$ cat config.mk
export PLATFORM = sky130hd
export DESIGN_NAME = crank_conditioner
export DESIGN_NICKNAME = d
export VERILOG_FILES = /design/src/verilog/crank_pkg.sv /design/src/verilog/blanking_one_shot.sv /design/src/verilog/crank_conditioner.sv
export SDC_FILE = /design/constraint.sdc
export NUM_CORES = 1
export LEC_CHECK = 0
export ABC_AREA = 1
export BUFFER_PORTS_ARGS = -buffer_cell sky130_fd_sc_hd__buf_4
export CAP_MARGIN = 20
export CORE_MARGIN = 3
export CORE_UTILIZATION = 55
export CTS_CLUSTER_DIAMETER = 120
export DETAILED_ROUTE_END_ITERATION = 6
export HOLD_SLACK_MARGIN = 0.15
export PLACE_DENSITY = 0.76
export REMOVE_ABC_BUFFERS = 1
export SETUP_SLACK_MARGIN = 0.4
export SLEW_MARGIN = 10
export SYNTH_ARGS = -nofsm -noshare
export SYNTH_HDL_FRONTEND = slang
export SYNTH_SLANG_ARGS = --single-unit
export TNS_END_PERCENT = 50
$ cat constraint.sdc
create_clock -name mclk -period 5.6 [get_ports mclk]
set_input_delay 0.56 -clock mclk [delete_from_list [all_inputs] [get_ports mclk]]
set_output_delay 0.56 -clock mclk [all_outputs]
set_load 0.01 [all_outputs]
$ cat src/verilog/crank_pkg.sv
package crank_pkg;

    ////////////////////////////////////////////////////////////////////////////
    // register addresses on the serial port (7-bit address field)
    localparam logic [6:0] ADDR_RUNNING  = 7'h10;
    localparam logic [6:0] ADDR_CRANKING = 7'h11;
    localparam logic [6:0] ADDR_MISC     = 7'h12;
    localparam logic [6:0] ADDR_AUTO     = 7'h13;
    localparam logic [6:0] ADDR_TACH     = 7'h14;
    localparam logic [6:0] ADDR_STATUS   = 7'h15;

    ////////////////////////////////////////////////////////////////////////////
    // values after reset
    localparam logic [7:0] RUNNING_RST  = 8'h50;
    localparam logic [7:0] CRANKING_RST = 8'h00;
    localparam logic [7:0] MISC_RST     = 8'h00;
    localparam logic [7:0] AUTO_RST     = 8'h00;
    localparam logic [7:0] TACH_RST     = 8'h00;

    ////////////////////////////////////////////////////////////////////////////
    // field positions and fixed figures
    localparam int         THRESH_LSB      = 4;
    localparam int         BLANK_LSB       = 0;
    localparam logic [3:0] THRESH_MAX      = 4'hf;
    localparam int         BLANK_SHIFT     = 5;
    localparam int         SPI_CMD_BITS    = 8;
    localparam int         SPI_FRAME_BITS  = 16;
    localparam int         WRITE_BIT       = 7;
    localparam int         MANTISSA_OFFSET = 16;
    localparam int         CLK_PERIOD_NS   = 40;
    localparam int         DECAY_TICK_NS   = 1000;
    localparam int         DECAY_TICK_CYCLES =
        (DECAY_TICK_NS + CLK_PERIOD_NS - 1) / CLK_PERIOD_NS;

    ////////////////////////////////////////////////////////////////////////////
    // carriers
    typedef struct packed {
        logic [3:0] thresh;
        logic [3:0] blank;
    } param_set_t;

    typedef struct packed {
        logic       auto_en;
        logic       rsvd6;
        logic       hilo_ref;
        logic       invert;
        logic [3:0] rsvd;
    } misc_cfg_t;

    typedef struct packed {
        logic [3:0] mant;
        logic [3:0] expo;
    } auto_cfg_t;

    typedef enum logic [1:0] {
        TH_FIXED = 2'b01,
        TH_DECAY = 2'b10
    } thr_state_t;

endpackage : crank_pkg

$ cat src/verilog/blanking_one_shot.sv
`timescale 1ns/1ps

module blanking_one_shot
    import crank_pkg::*;
#(
    parameter int CNT_W = 16
)(
    input  wire logic             mclk,
    input  wire logic             srst,
    input  wire logic             raw_in,
    input  wire logic [3:0]       blank_code,
    input  wire logic             hilo_ref,
    output logic                  pulse_out,
    output logic                  blanking,
    output logic [CNT_W-1:0]      ref_len
);

    generate
        if (CNT_W < 8 || CNT_W > 24)
        begin : g_chk
            $error("blanking_one_shot: CNT_W must be 8 to 24");
        end
    endgenerate

    // window = reference * code / 32, i.e. 3.125 percent per step
    function automatic logic [CNT_W-1:0] blank_len(input logic [CNT_W-1:0] len,
                                                  input logic [3:0] code);
        logic [CNT_W+3:0] prod;
        prod = {4'h0, len} * {{CNT_W{1'b0}}, code};
        return CNT_W'(prod >> BLANK_SHIFT);
    endfunction : blank_len

    logic [CNT_W-1:0] win_cnt;
    logic [CNT_W-1:0] meas_cnt;
    logic [CNT_W-1:0] next_win_cnt;
    logic [CNT_W-1:0] next_meas_cnt;
    logic [CNT_W-1:0] next_ref_len;
    logic             next_pulse_out;
    logic             next_blanking;
    logic             meas_level;

    always_comb
    begin
        meas_level     = ~hilo_ref;
        next_pulse_out = pulse_out;
        next_win_cnt   = win_cnt;
        next_ref_len   = ref_len;
        next_meas_cnt  = meas_cnt;
        if (pulse_out == meas_level && meas_cnt != {CNT_W{1'b1}})
        begin
            next_meas_cnt = meas_cnt + 1'b1;
        end
        if (win_cnt != '0)
        begin
            // inside the window the comparator is ignored
            next_win_cnt = win_cnt - 1'b1;
        end
        else if (raw_in != pulse_out)
        begin
            next_pulse_out = raw_in;
            if (pulse_out == meas_level)
            begin
                next_ref_len = meas_cnt;
                next_win_cnt = blank_len(meas_cnt, blank_code);
            end
            else
            begin
                next_win_cnt = blank_len(ref_len, blank_code);
            end
            if (raw_in == meas_level)
            begin
                next_meas_cnt = '0;
            end
        end
        next_blanking = (next_win_cnt != '0);
    end

    always_ff @(posedge mclk)
    begin
        if (srst)
        begin
            pulse_out <= 1'b0;
            blanking  <= 1'b0;
            win_cnt   <= '0;
            meas_cnt  <= '0;
            ref_len   <= '0;
        end
        else
        begin
            pulse_out <= next_pulse_out;
            blanking  <= next_blanking;
            win_cnt   <= next_win_cnt;
            meas_cnt  <= next_meas_cnt;
            ref_len   <= next_ref_len;
        end
    end

endmodule : blanking_one_shot

$ cat src/verilog/crank_conditioner.sv
`timescale 1ns/1ps

// Functional notes
// - two writable parameter sets, cranking and running, each threshold plus blanking code.
// - cranking set all zero means the running set is applied.
// - any non-zero cranking set is applied instead of the running set.
// - comparator threshold comes from a 4-bit code driving the internal converter.
// - threshold code sits in bits 7 to 4; code 0101 is the default.
// - one-shot blanking after each output switch, fraction of last pulse.
// - conditioned output can be divided onto a separate tachometer pin.
// - optional automatic threshold that follows the input amplitude.
// - digitized comparator result drives the conditioned pulse output.
// - blanking code in bits 3 to 0, 3.125 percent per step, zero none.
// - a reference select bit switches blanking reference to the low pulse.
module crank_conditioner
    import crank_pkg::*;
#(
    parameter int CNT_W      = 16,
    parameter int DECAY_TICK = DECAY_TICK_CYCLES
)(
    input  wire logic       mclk,
    input  wire logic       srst,
    input  wire logic       spi_cs_n,
    input  wire logic       spi_sclk,
    input  wire logic       spi_mosi,
    output logic            spi_miso,
    output logic            spi_miso_oe_n,
    input  wire logic       comp_in,
    input  wire logic       zero_cross,
    output logic [3:0]      threshold_code,
    output logic            conditioned_pulse_out,
    output logic            divided_speed_out
);

    generate
        if (DECAY_TICK < 1 || DECAY_TICK > 65535)
        begin : g_chk
            $error("crank_conditioner: DECAY_TICK must be 1 to 65535");
        end
    endgenerate

    // cranking set wins as soon as any of its bits is set
    function automatic param_set_t select_set(input param_set_t running,
                                              input param_set_t cranking);
        return (cranking != '0) ? cranking : running;
    endfunction : select_set

    function automatic logic [7:0] read_mux(input logic [6:0] addr,
                                            input logic [7:0] running,
                                            input logic [7:0] cranking,
                                            input logic [7:0] misc,
                                            input logic [7:0] auto_p,
                                            input logic [7:0] tach,
                                            input logic [7:0] status);
        case (addr)
            ADDR_RUNNING:  return running;
            ADDR_CRANKING: return cranking;
            ADDR_MISC:     return misc;
            ADDR_AUTO:     return auto_p;
            ADDR_TACH:     return tach;
            ADDR_STATUS:   return status;
            default:       return 8'h00;
        endcase
    endfunction : read_mux

    ////////////////////////////////////////////////////////////////////////////
    // declarations

    param_set_t       running_params;
    param_set_t       cranking_params;
    misc_cfg_t        misc_cfg;
    auto_cfg_t        auto_cfg;
    logic [7:0]       tach_div;
    param_set_t       next_running_params;
    param_set_t       next_cranking_params;
    misc_cfg_t        next_misc_cfg;
    auto_cfg_t        next_auto_cfg;
    logic [7:0]       next_tach_div;
    param_set_t       active_set;
    logic             crank_active;
    logic [7:0]       status_word;

    logic             sclk_q;
    logic [4:0]       bit_cnt;
    logic [7:0]       rx_shift;
    logic [7:0]       cmd_q;
    logic [7:0]       tx_shift;
    logic             wr_pulse;
    logic [6:0]       wr_addr;
    logic [7:0]       wr_data;
    logic             next_sclk_q;
    logic [4:0]       next_bit_cnt;
    logic [7:0]       next_rx_shift;
    logic [7:0]       next_cmd_q;
    logic [7:0]       next_tx_shift;
    logic             next_spi_miso;
    logic             next_spi_miso_oe_n;
    logic             next_wr_pulse;
    logic [6:0]       next_wr_addr;
    logic [7:0]       next_wr_data;

    thr_state_t       thr_state;
    thr_state_t       next_thr_state;
    logic [15:0]      tick_cnt;
    logic [15:0]      next_tick_cnt;
    logic [19:0]      step_cnt;
    logic [19:0]      next_step_cnt;
    logic [19:0]      step_len;
    logic [3:0]       next_threshold_code;
    logic             tick;

    logic             cond_q;
    logic [7:0]       tach_cnt;
    logic             next_cond_q;
    logic [7:0]       next_tach_cnt;
    logic             next_divided_speed_out;

    logic             comp_oriented;
    logic             blanking;

    ////////////////////////////////////////////////////////////////////////////
    // serial register port: 16-bit frames, mode 0, command byte then data

    always_comb
    begin
        next_sclk_q        = spi_sclk;
        next_bit_cnt       = bit_cnt;
        next_rx_shift      = rx_shift;
        next_cmd_q         = cmd_q;
        next_tx_shift      = tx_shift;
        next_spi_miso      = spi_miso;
        next_spi_miso_oe_n = spi_cs_n;
        next_wr_pulse      = 1'b0;
        next_wr_addr       = wr_addr;
        next_wr_data       = wr_data;
        if (spi_cs_n)
        begin
            next_bit_cnt  = 5'h00;
            next_spi_miso = 1'b0;
        end
        else if (spi_sclk && !sclk_q && bit_cnt < 5'(SPI_FRAME_BITS))
        begin
            next_rx_shift = {rx_shift[6:0], spi_mosi};
            next_bit_cnt  = bit_cnt + 5'h01;
            if (bit_cnt == 5'(SPI_CMD_BITS - 1))
            begin
                next_cmd_q    = {rx_shift[6:0], spi_mosi};
                next_tx_shift = read_mux(next_cmd_q[6:0], running_params,
                                         cranking_params, misc_cfg, auto_cfg,
                                         tach_div, status_word);
            end
            if (bit_cnt == 5'(SPI_FRAME_BITS - 1) && cmd_q[WRITE_BIT])
            begin
                // a write lands only when all sixteen bits arrived
                next_wr_pulse = 1'b1;
                next_wr_addr  = cmd_q[6:0];
                next_wr_data  = {rx_shift[6:0], spi_mosi};
            end
        end
        else if (!spi_sclk && sclk_q)
        begin
            if (bit_cnt >= 5'(SPI_CMD_BITS) && bit_cnt < 5'(SPI_FRAME_BITS))
            begin
                next_spi_miso = tx_shift[7];
                next_tx_shift = {tx_shift[6:0], 1'b0};
            end
            else
            begin
                next_spi_miso = 1'b0;
            end
        end
    end

    always_ff @(posedge mclk)
    begin
        if (srst)
        begin
            sclk_q        <= 1'b0;
            bit_cnt       <= 5'h00;
            rx_shift      <= 8'h00;
            cmd_q         <= 8'h00;
            tx_shift      <= 8'h00;
            spi_miso      <= 1'b0;
            spi_miso_oe_n <= 1'b1;
            wr_pulse      <= 1'b0;
            wr_addr       <= 7'h00;
            wr_data       <= 8'h00;
        end
        else
        begin
            sclk_q        <= next_sclk_q;
            bit_cnt       <= next_bit_cnt;
            rx_shift      <= next_rx_shift;
            cmd_q         <= next_cmd_q;
            tx_shift      <= next_tx_shift;
            spi_miso      <= next_spi_miso;
            spi_miso_oe_n <= next_spi_miso_oe_n;
            wr_pulse      <= next_wr_pulse;
            wr_addr       <= next_wr_addr;
            wr_data       <= next_wr_data;
        end
    end

    ////////////////////////////////////////////////////////////////////////////
    // configuration registers

    always_comb
    begin
        next_running_params  = running_params;
        next_cranking_params = cranking_params;
        next_misc_cfg        = misc_cfg;
        next_auto_cfg        = auto_cfg;
        next_tach_div        = tach_div;
        if (wr_pulse)
        begin
            case (wr_addr)
                ADDR_RUNNING:  next_running_params  = wr_data;
                ADDR_CRANKING: next_cranking_params = wr_data;
                ADDR_MISC:     next_misc_cfg        = wr_data;
                ADDR_AUTO:     next_auto_cfg        = wr_data;
                ADDR_TACH:     next_tach_div        = wr_data;
                default:       next_tach_div        = tach_div;
            endcase
        end
    end

    always_ff @(posedge mclk)
    begin
        if (srst)
        begin
            running_params  <= RUNNING_RST;
            cranking_params <= CRANKING_RST;
            misc_cfg        <= MISC_RST;
            auto_cfg        <= AUTO_RST;
            tach_div        <= TACH_RST;
        end
        else
        begin
            running_params  <= next_running_params;
            cranking_params <= next_cranking_params;
            misc_cfg        <= next_misc_cfg;
            auto_cfg        <= next_auto_cfg;
            tach_div        <= next_tach_div;
        end
    end

    // controller is expected to clear cranking once running; nothing forces it
    assign active_set   = select_set(running_params, cranking_params);
    assign crank_active = (cranking_params != '0);
    assign status_word  = {threshold_code, 1'b0, blanking, crank_active,
                           conditioned_pulse_out};

    ////////////////////////////////////////////////////////////////////////////
    // threshold code: fixed from the active set, or jump-and-decay in auto

    assign tick     = (tick_cnt == 16'(DECAY_TICK - 1));
    assign step_len = 20'({15'h0000, 5'(MANTISSA_OFFSET) + {1'b0, auto_cfg.mant}}
                          << auto_cfg.expo);

    always_comb
    begin
        next_thr_state      = thr_state;
        next_threshold_code = threshold_code;
        next_step_cnt       = step_cnt;
        next_tick_cnt       = tick ? 16'h0000 : tick_cnt + 16'h0001;
        case (thr_state)
            TH_FIXED:
            begin
                next_threshold_code = active_set.thresh;
                next_step_cnt       = 20'h0_0000;
                if (misc_cfg.auto_en && zero_cross)
                begin
                    next_threshold_code = THRESH_MAX;
                    next_thr_state      = TH_DECAY;
                end
            end
            TH_DECAY:
            begin
                if (!misc_cfg.auto_en)
                begin
                    next_thr_state = TH_FIXED;
                end
                else if (zero_cross)
                begin
                    next_threshold_code = THRESH_MAX;
                    next_step_cnt       = 20'h0_0000;
                end
                else if (tick)
                begin
                    next_step_cnt = step_cnt + 20'h0_0001;
                    if (next_step_cnt >= step_len)
                    begin
                        // one code per step keeps the decay roughly linear
                        next_step_cnt = 20'h0_0000;
                        if (threshold_code > active_set.thresh)
                        begin
                            next_threshold_code = threshold_code - 4'h1;
                        end
                        else
                        begin
                            next_thr_state = TH_FIXED;
                        end
                    end
                end
            end
            default:
            begin
                next_thr_state = TH_FIXED;
            end
        endcase
    end

    always_ff @(posedge mclk)
    begin
        if (srst)
        begin
            thr_state      <= TH_FIXED;
            threshold_code <= RUNNING_RST[7:THRESH_LSB];
            step_cnt       <= 20'h0_0000;
            tick_cnt       <= 16'h0000;
        end
        else
        begin
            thr_state      <= next_thr_state;
            threshold_code <= next_threshold_code;
            step_cnt       <= next_step_cnt;
            tick_cnt       <= next_tick_cnt;
        end
    end

    ////////////////////////////////////////////////////////////////////////////
    // comparator conditioning

    // inversion stands for swapping the two sensor legs
    assign comp_oriented = comp_in ^ misc_cfg.invert;

    blanking_one_shot #(
        .CNT_W      (CNT_W)
    ) u_blank (
        .mclk       (mclk),
        .srst       (srst),
        .raw_in     (comp_oriented),
        .blank_code (active_set.blank),
        .hilo_ref   (misc_cfg.hilo_ref),
        .pulse_out  (conditioned_pulse_out),
        .blanking   (blanking),
        .ref_len    ()
    );

    ////////////////////////////////////////////////////////////////////////////
    // tachometer divider: toggles every tach_div rising edges, zero holds low

    always_comb
    begin
        next_cond_q            = conditioned_pulse_out;
        next_tach_cnt          = tach_cnt;
        next_divided_speed_out = divided_speed_out;
        if (tach_div == 8'h00)
        begin
            next_tach_cnt          = 8'h00;
            next_divided_speed_out = 1'b0;
        end
        else if (conditioned_pulse_out && !cond_q)
        begin
            if (tach_cnt >= tach_div - 8'h01)
            begin
                next_tach_cnt          = 8'h00;
                next_divided_speed_out = ~divided_speed_out;
            end
            else
            begin
                next_tach_cnt = tach_cnt + 8'h01;
            end
        end
    end

    always_ff @(posedge mclk)
    begin
        if (srst)
        begin
            cond_q            <= 1'b0;
            tach_cnt          <= 8'h00;
            divided_speed_out <= 1'b0;
        end
        else
        begin
            cond_q            <= next_cond_q;
            tach_cnt          <= next_tach_cnt;
            divided_speed_out <= next_divided_speed_out;
        end
    end

endmodule : crank_conditioner

==> summary.txt, run 1 <==
Run status
  • Status: finished clean

Timing
  • RSZ-0062 raised after global routing: false
  • Fin. max-slew vios: 0
  • Post-route minimum period: 4.84 ns
  • Final Hold Vio Count: 0
  • Setup-failing EPs final: 0
  • Min Hold Slack: 0.332 ns
  • Fmax: 0.207 GHz
  • Setup ws final: 0.762 ns
  • Slew margin rel.: 0.447
  • Worst-Margin Slew: 0.830 ns
  • Post-Route Setup TNS: 0 ns
  • Final period utilization: 0.864
  • Clock Skew: 0.0216 ns

Cells and area
  • Post-route insts no fill: 2,292
  • Share of post-route cells with drive strength above 1: 0.0537
  • Fin util: 0.612
  • Antenna cell count: 0
  • FF+latch area: 3780 µm²
  • Filler instances: 2,210
  • Area Overhead vs Synth: 7.41%
  • Area occupied by multi-input gates: 8510 µm²
  • Final #Nets: 2,108

Floorplanning
  • Die height: 163 µm
  • # IOs: 15
  • Die area: 26,700 µm²
  • Core Area: 23,900 µm²
  • Initial core utilization: 0.570
  • Die Wd: 163 µm
  • Row count: 56

Synthesis
  • Post-synth EDFFs: 0
  • Async SR Flop Fraction: 0
  • Synth Flop Type: dfxtp_1
  • Area contributors post-synth: dfxtp_1 (28%), nand2_1 (9.6%), inv_1 (8.1%)
  • Register bit total from synthesis: 189
  • Top cells by count, synth: nand2_1 (349), inv_1 (294), nor2_1 (283)
  • Post-Synthesis Cells: 1,969
  • Cell accounting for the most synthesized area: dfxtp_1
  • Yosys warns: 0
  • Mapped Avg Cell Area: 6.91 µm²
  • Synth top area share: 0.278
  • Cell with the most instances after synthesis: nand2_1
  • Synth cell types: 55
  • Sequential cell area fraction in the yosys report: 0.278
  • Syn Std Cell Area: 13,600 µm²

Clock network
  • Clock latency on the worst-skew pair: 0.46 ns
  • H-tree Lvls: 4
  • CTS tree: yes
  • Post-CTS setup buffers: 0
  • Resize count post-CTS: 0
  • CTS root buf: clkbuf_16
  • Sink Count: 189
  • CTS Hold Buffers Added: 0
  • Clock Pin Slew Worst Setup and Hold Paths: 0.08 ns
  • Clock buffer depth: 2
  • Total CTS buffers: 17

Worst setup path
  • Crit start category: flop
  • Worst path max stage delay: 0.60 ns
  • CP max FO: 13
  • CP endpoint kind: flop
  • Crit path required time: 5.92 ns
  • WP data arrival: 5.15 ns
  • Crit path kind: flop to flop
  • CP max-delay cell: a21oi_2
  • R2r worst-path depth: 25

Placed design
  • Routability congestion estimate: 0.958
  • Final HPWL DP: 24,700 µm
  • Post-Place Cells: 2,259
  • Port buffer count: 14
  • Pre-CTS WS: 0.914 ns

Global routing
  • GR peak layer: met2
  • Initial antenna violation count: 0
  • GRT met1 Usage: 0.334
  • First-pass GRT wire length: 56,300 µm
  • GRT overflow: 0
  • GRT Util Overall: 0.254
  • Largest net degree at the start of global routing: 64
  • Met2 Usage GRT: 0.437
  • Vias in the first global route: 12.1k
  • M3 GR Usage: 0.0355

Routing
  • DRT iter0 DRCs: 1,073
  • Post-Route WL: 33,200 µm
  • Drt drc: 0
  • DR pass1 iterations: 6
  • Drt via density: 5.52
  • Avg WL per Cell: 14.5 µm
  • Detail Route Antenna Nets: 0
  • Vias: 12.7k

Power
  • Worst IR drop on VDD: 0.000178 V
  • Leak: 6.31 nW
  • Pwr dens: 234 nW/µm²

Hold path
  • Hold depth: 3
  • Hold Crit Class: input pin to flop

Run
  • Max Cap Viol: 0
state kept, by name, indices dropped and copies added (netlist names), 16 cells and up:
name              cells
step_cnt             20
u_blank.meas_cnt     16
u_blank.win_cnt      16
u_blank.ref_len      16
tick_cnt             16
where the power goes:
part | switching, mW | leakage (nW) | internal [mW]
registers | 0.0582 | 1.53 | 1.40
logic | 0.462 | 4.49 | 0.228
clock network | 0.656 | 0.298 | 0.612
critical path, delay by kind of cell, from the launching register on:
family / cells / cell delay, ns
buffers and inverters: 2 / 0.09
AO/OA/AOI/OAI: 4 / 1.04
flip-flops: 1 / 0.53
adder cells (fa/ha/maj): 3 / 1.36
AND/OR/NAND/NOR: 16 / 1.67
per-layer routing:
layer	part of all wire	routed length, µm
met1	0.46	15400
met2	0.47	15600
met3	0.045	1500
met4	0.021	691
met5	0	0
worst paths after layout:
check / start / endpoint / slack (ns)
hold / removal: spi_sclk / sclk_q$_SDFF_PP0_ / 0.33
setup / recovery: cranking_params[1]$_SDFFE_PP0P_ / u_blank.blanking$_SDFF_PP0_ / 0.76
hold reg to reg: tick_cnt[0]$_SDFF_PP0_ / tick_cnt[0]$_SDFF_PP0_ / 0.45
setup reg to reg: cranking_params[1]$_SDFFE_PP0P_ / u_blank.blanking$_SDFF_PP0_ / 0.76
cells by family after synthesis:
family	synth area share
AND/OR/NAND/NOR	0.267
AO/OA/AOI/OAI	0.158
buffers and inverters	0.0984
flip-flops	0.278
adder cells (fa/ha/maj)	0.159
XOR/XNOR	0.0386
layout make-up:
type                            instances  share of cell area
Sequential cell                       189               0.259
Multi-Input combinational cell       1426               0.582
Tap cell                              319              0.0273
Clock buffer                           17              0.0291
Clock inverter                         15              0.0128
Timing Repair Buffer                   23              0.0121
Inverter                              303              0.0778
placed cells by master, fill, tap and decap left out, drive strengths merged, types with 7 or more instances in the layout:
| cell | netlist | layout |
|---|---|---|
| a211oi | 7 | 7 |
| o21ai | 143 | 143 |
| xnor2 | 15 | 15 |
| buf | 7 | 23 |
| nand2 | 358 | 358 |
| xor2 | 45 | 45 |
| a31oi | 13 | 13 |
| dfxtp | 189 | 189 |
| clkbuf | 45 | 17 |
| a21oi | 162 | 163 |
| nor4 | 12 | 12 |
| clkinv | 1 | 9 |
| nand3b | 10 | 10 |
| fa | 54 | 54 |
| a22oi | 19 | 19 |
| nor3 | 42 | 42 |
| inv | 302 | 309 |
| o22ai | 7 | 7 |
| ha | 87 | 87 |
| nand4 | 27 | 27 |
| nor2 | 292 | 292 |
| nand3 | 92 | 92 |
stage by stage:
stage	cell area, µm²	total power, mW
after global placement	14000	2.17
after global routing	14600	3.59
final	14600	3.42
after detailed placement	14000	2.18
after floorplan	13400	1.99
after CTS	14600	3.43
Power figures use the tool's default switching activity.
==> run 2: changes to the inputs <==
- PLACE_DENSITY: 0.76 -> 0.74
- SLEW_MARGIN: 10 -> unset
==> run 2 against run 1 <==
Effect of this change:
- fmax grew 3.7%
- register-to-register slack gained 0.17 ns
- combinational power is essentially flat
- final cell count grew 0.22%
- total power grew 0.17%
- via count grew 0.43%
- count of clock-buffer cells in the layout grew 1
- final area grew 0.52%
- critical path depth is the same
- routed wire length grew 0.98%
- flip-flop and latch count is the same
- core utilization grew 0.32 points
- largest cell class unchanged
==> summary.txt, run 2 (synthesis results as in run 1) <==
Timing
  • Post-Route Setup TNS: 0 ns (unchanged)
  • Setup-failing EPs final: 0 (unchanged)
  • Clock Skew: 0.0190 ns (-0.00266 ns)
  • Fmax: 0.214 GHz (+3.7%)
  • Final period utilization: 0.833 (-0.0312)
  • Min Hold Slack: 0.346 ns (+0.0143 ns)
  • Slew margin rel.: 0.393 (-0.0540)
  • Final Hold Vio Count: 0 (unchanged)
  • RSZ-0062 raised after global routing: false
  • Worst-Margin Slew: 0.911 ns (+0.0810 ns)
  • Post-route minimum period: 4.66 ns (-0.175 ns)
  • Fin. max-slew vios: 0 (unchanged)
  • Setup ws final: 0.937 ns (+0.175 ns)

Clock network
  • H-tree Lvls: 4 (unchanged)
  • Clock Pin Slew Worst Setup and Hold Paths: 0.08 ns (about the same)
  • Clock buffer depth: 2 (unchanged)
  • CTS root buf: clkbuf_16
  • CTS tree: yes
  • Clock latency on the worst-skew pair: 0.45 ns (about the same)
  • CTS Hold Buffers Added: 0 (unchanged)
  • Sink Count: 189 (unchanged)
  • Total CTS buffers: 17 (unchanged)

Routing
  • Drt via density: 5.53 (+0.21%)
  • Post-Route WL: 33,500 µm (+0.98%)
  • DR pass1 iterations: 5 (-1)
  • DRT iter0 DRCs: 1,184 (+10%)
  • Drt drc: 0 (unchanged)
  • Detail Route Antenna Nets: 0 (unchanged)
  • Vias: 12.7k (+0.43%)
  • Avg WL per Cell: 14.6 µm (+0.76%)

Placed design
  • Cell Area, Placed: 14,000 µm² (unchanged)
  • Pre-CTS WS: 0.634 ns (-0.280 ns)
  • Final HPWL DP: 25,000 µm (+1.3%)
  • Routability congestion estimate: 0.931 (-2.8%)
  • Port buffer count: 14 (unchanged)

Cells and area
  • Final design area excluding fillers: 14,700 µm² (+0.52%)
  • Most frequent cells in the layout: nand2_1 (349), inv_1 (293), nor2_1 (283)
  • Area Overhead vs Synth: 7.97%
  • Final #Nets: 2,113 (+0.24%)
  • Filler instances: 2,197 (-0.59%)
  • Share of post-route cells with drive strength above 1: 0.0561 (+0.00239)
  • Max FFs per register: 20 (unchanged)
  • Antenna cell count: 0 (unchanged)
  • Largest Register: step_cnt
  • Commonest non-fill, non-tap cell in the layout: nand2_1
  • FF+latch area: 3780 µm² (unchanged)
  • Area occupied by multi-input gates: 8510 µm² (about the same)

Worst setup path
  • Crit path kind: flop to flop
  • Crit path required time: 5.91 ns (about the same)
  • R2r worst-path depth: 25 (unchanged)
  • CP endpoint kind: flop
  • Critical R2R Launch: cranking_params[3]$_SDFFE_PP0P_
  • CP max FO: 31 (+18)
  • R2R setup slack: 0.94 ns (+0.17 ns)
  • Crit start category: flop
  • RR Endpoint: u_blank.blanking$_SDFF_PP0_
  • WP data arrival: 4.98 ns (-0.17 ns)

Floorplanning
  • Die Wd: 163 µm (unchanged)
  • Row count: 56 (unchanged)
  • Initial core utilization: 0.570 (unchanged)
  • Die height: 163 µm (unchanged)
  • # IOs: 15 (unchanged)
  • Core Area: 23,900 µm² (unchanged)
  • Die area: 26,700 µm² (unchanged)

Global routing
  • First-pass GRT wire length: 56,500 µm (+0.40%)
  • GRT Util Overall: 0.256 (+0.00142)
  • Initial antenna violation count: 0 (unchanged)
  • GRT overflow: 0 (unchanged)
  • Largest net degree at the start of global routing: 64 (unchanged)
  • Vias in the first global route: 11.9k (-1.9%)

Run status
  • Status: finished clean

Power
  • Pwr dens: 233 nW/µm² (-0.35%)
  • Leak: 6.35 nW (+0.65%)
  • Worst IR drop on VDD: 0.000195 V (+9.4%)
  • Overall Power: 3.42 mW (+0.17%)

Run
  • Max Cap Viol: 0 (unchanged)

Hold path
  • Hold Crit Endpoint: sclk_q$_SDFF_PP0_
  • Min-delay src: spi_sclk
  • Hold Crit Class: input pin to flop
  • Hold depth: 3 (unchanged)
==> run 2: metrics by stage <==
stage | util | instances
CTS | 0.612 | 2291
global placement | 0.586 | 2259
detailed placement | 0.586 | 2259
global route | 0.615 | 2297
finish | 0.615 | 2297
floorplan | - | 1917
==> run 2: final cells by class <==
type                       instances  share of cell area
multi-input combinational       1425               0.579
sequential                       189               0.258
inverter                         303              0.0774
clock buffer                      18              0.0299
tap                              319              0.0272
timing repair buffer              29              0.0165
clock inverter                    14              0.0126
==> run 2: power by group <==
part           internal [mW]  switching, mW
Combinational          0.228          0.464
Clock                  0.622          0.649
Sequential              1.40         0.0586
Total                   2.25           1.17
==> run 2: how the worst max path moves through the flow <==
stage	startpoint	endpoint	slack [ns]	cells after the start
2_1_floorplan	cranking_params[1]$_SDFFE_PP0P_	u_blank.blanking$_SDFF_PP0_	0.73	24
3_3_place_gp	cranking_params[1]$_SDFFE_PP0P_	u_blank.blanking$_SDFF_PP0_	0.76	26
3_5_place_dp	cranking_params[1]$_SDFFE_PP0P_	u_blank.blanking$_SDFF_PP0_	0.63	25
4_1_cts	cranking_params[1]$_SDFFE_PP0P_	u_blank.blanking$_SDFF_PP0_	0.63	26
5_1_grt	cranking_params[3]$_SDFFE_PP0P_	u_blank.blanking$_SDFF_PP0_	0.52	23
6_report	cranking_params[3]$_SDFFE_PP0P_	u_blank.blanking$_SDFF_PP0_	0.94	25
==> run 2: metal layers <==
layer / global-route usage / up-vias / part of all wire / wire (µm)
li1: - / 6378 / - / -
met1: 0.340 / 5925 / 0.45 / 15200
met2: 0.432 / 342 / 0.48 / 16000
met3: 0.0365 / 67 / 0.045 / 1520
met4: 0.0777 / 0 / 0.025 / 831
met5: 0 / - / 0 / 0
==> run 2: critical path, stage by stage (launching register included) <==
cell     delay [ns]
dfxtp_1        0.43
nor2_1         0.09
nand2_1        0.17
nor2_8         0.09
a21oi_2        0.13
buf_4          0.36
nor2_1         0.11
fa_1           0.51
inv_1          0.06
fa_1           0.54
inv_1          0.05
ha_1           0.34
a21oi_1        0.25
o21ai_0        0.17
a21oi_1        0.21
nand2_1        0.10
nand2_1        0.09
nand3_1        0.08
nand3_1        0.15
nand3_1        0.10
nand2_1        0.11
nand3_1        0.07
nor2_1         0.09
nand3_1        0.08
nor2_1         0.09
nor2_1         0.04
==> run 2: repair_timing <==
| action | CTS | global route |
|---|---|---|
| setup buffers | 0 | 6 |
| setup endpoints to repair | 0 | 2 |
| gates resized for setup | 0 | 1 |
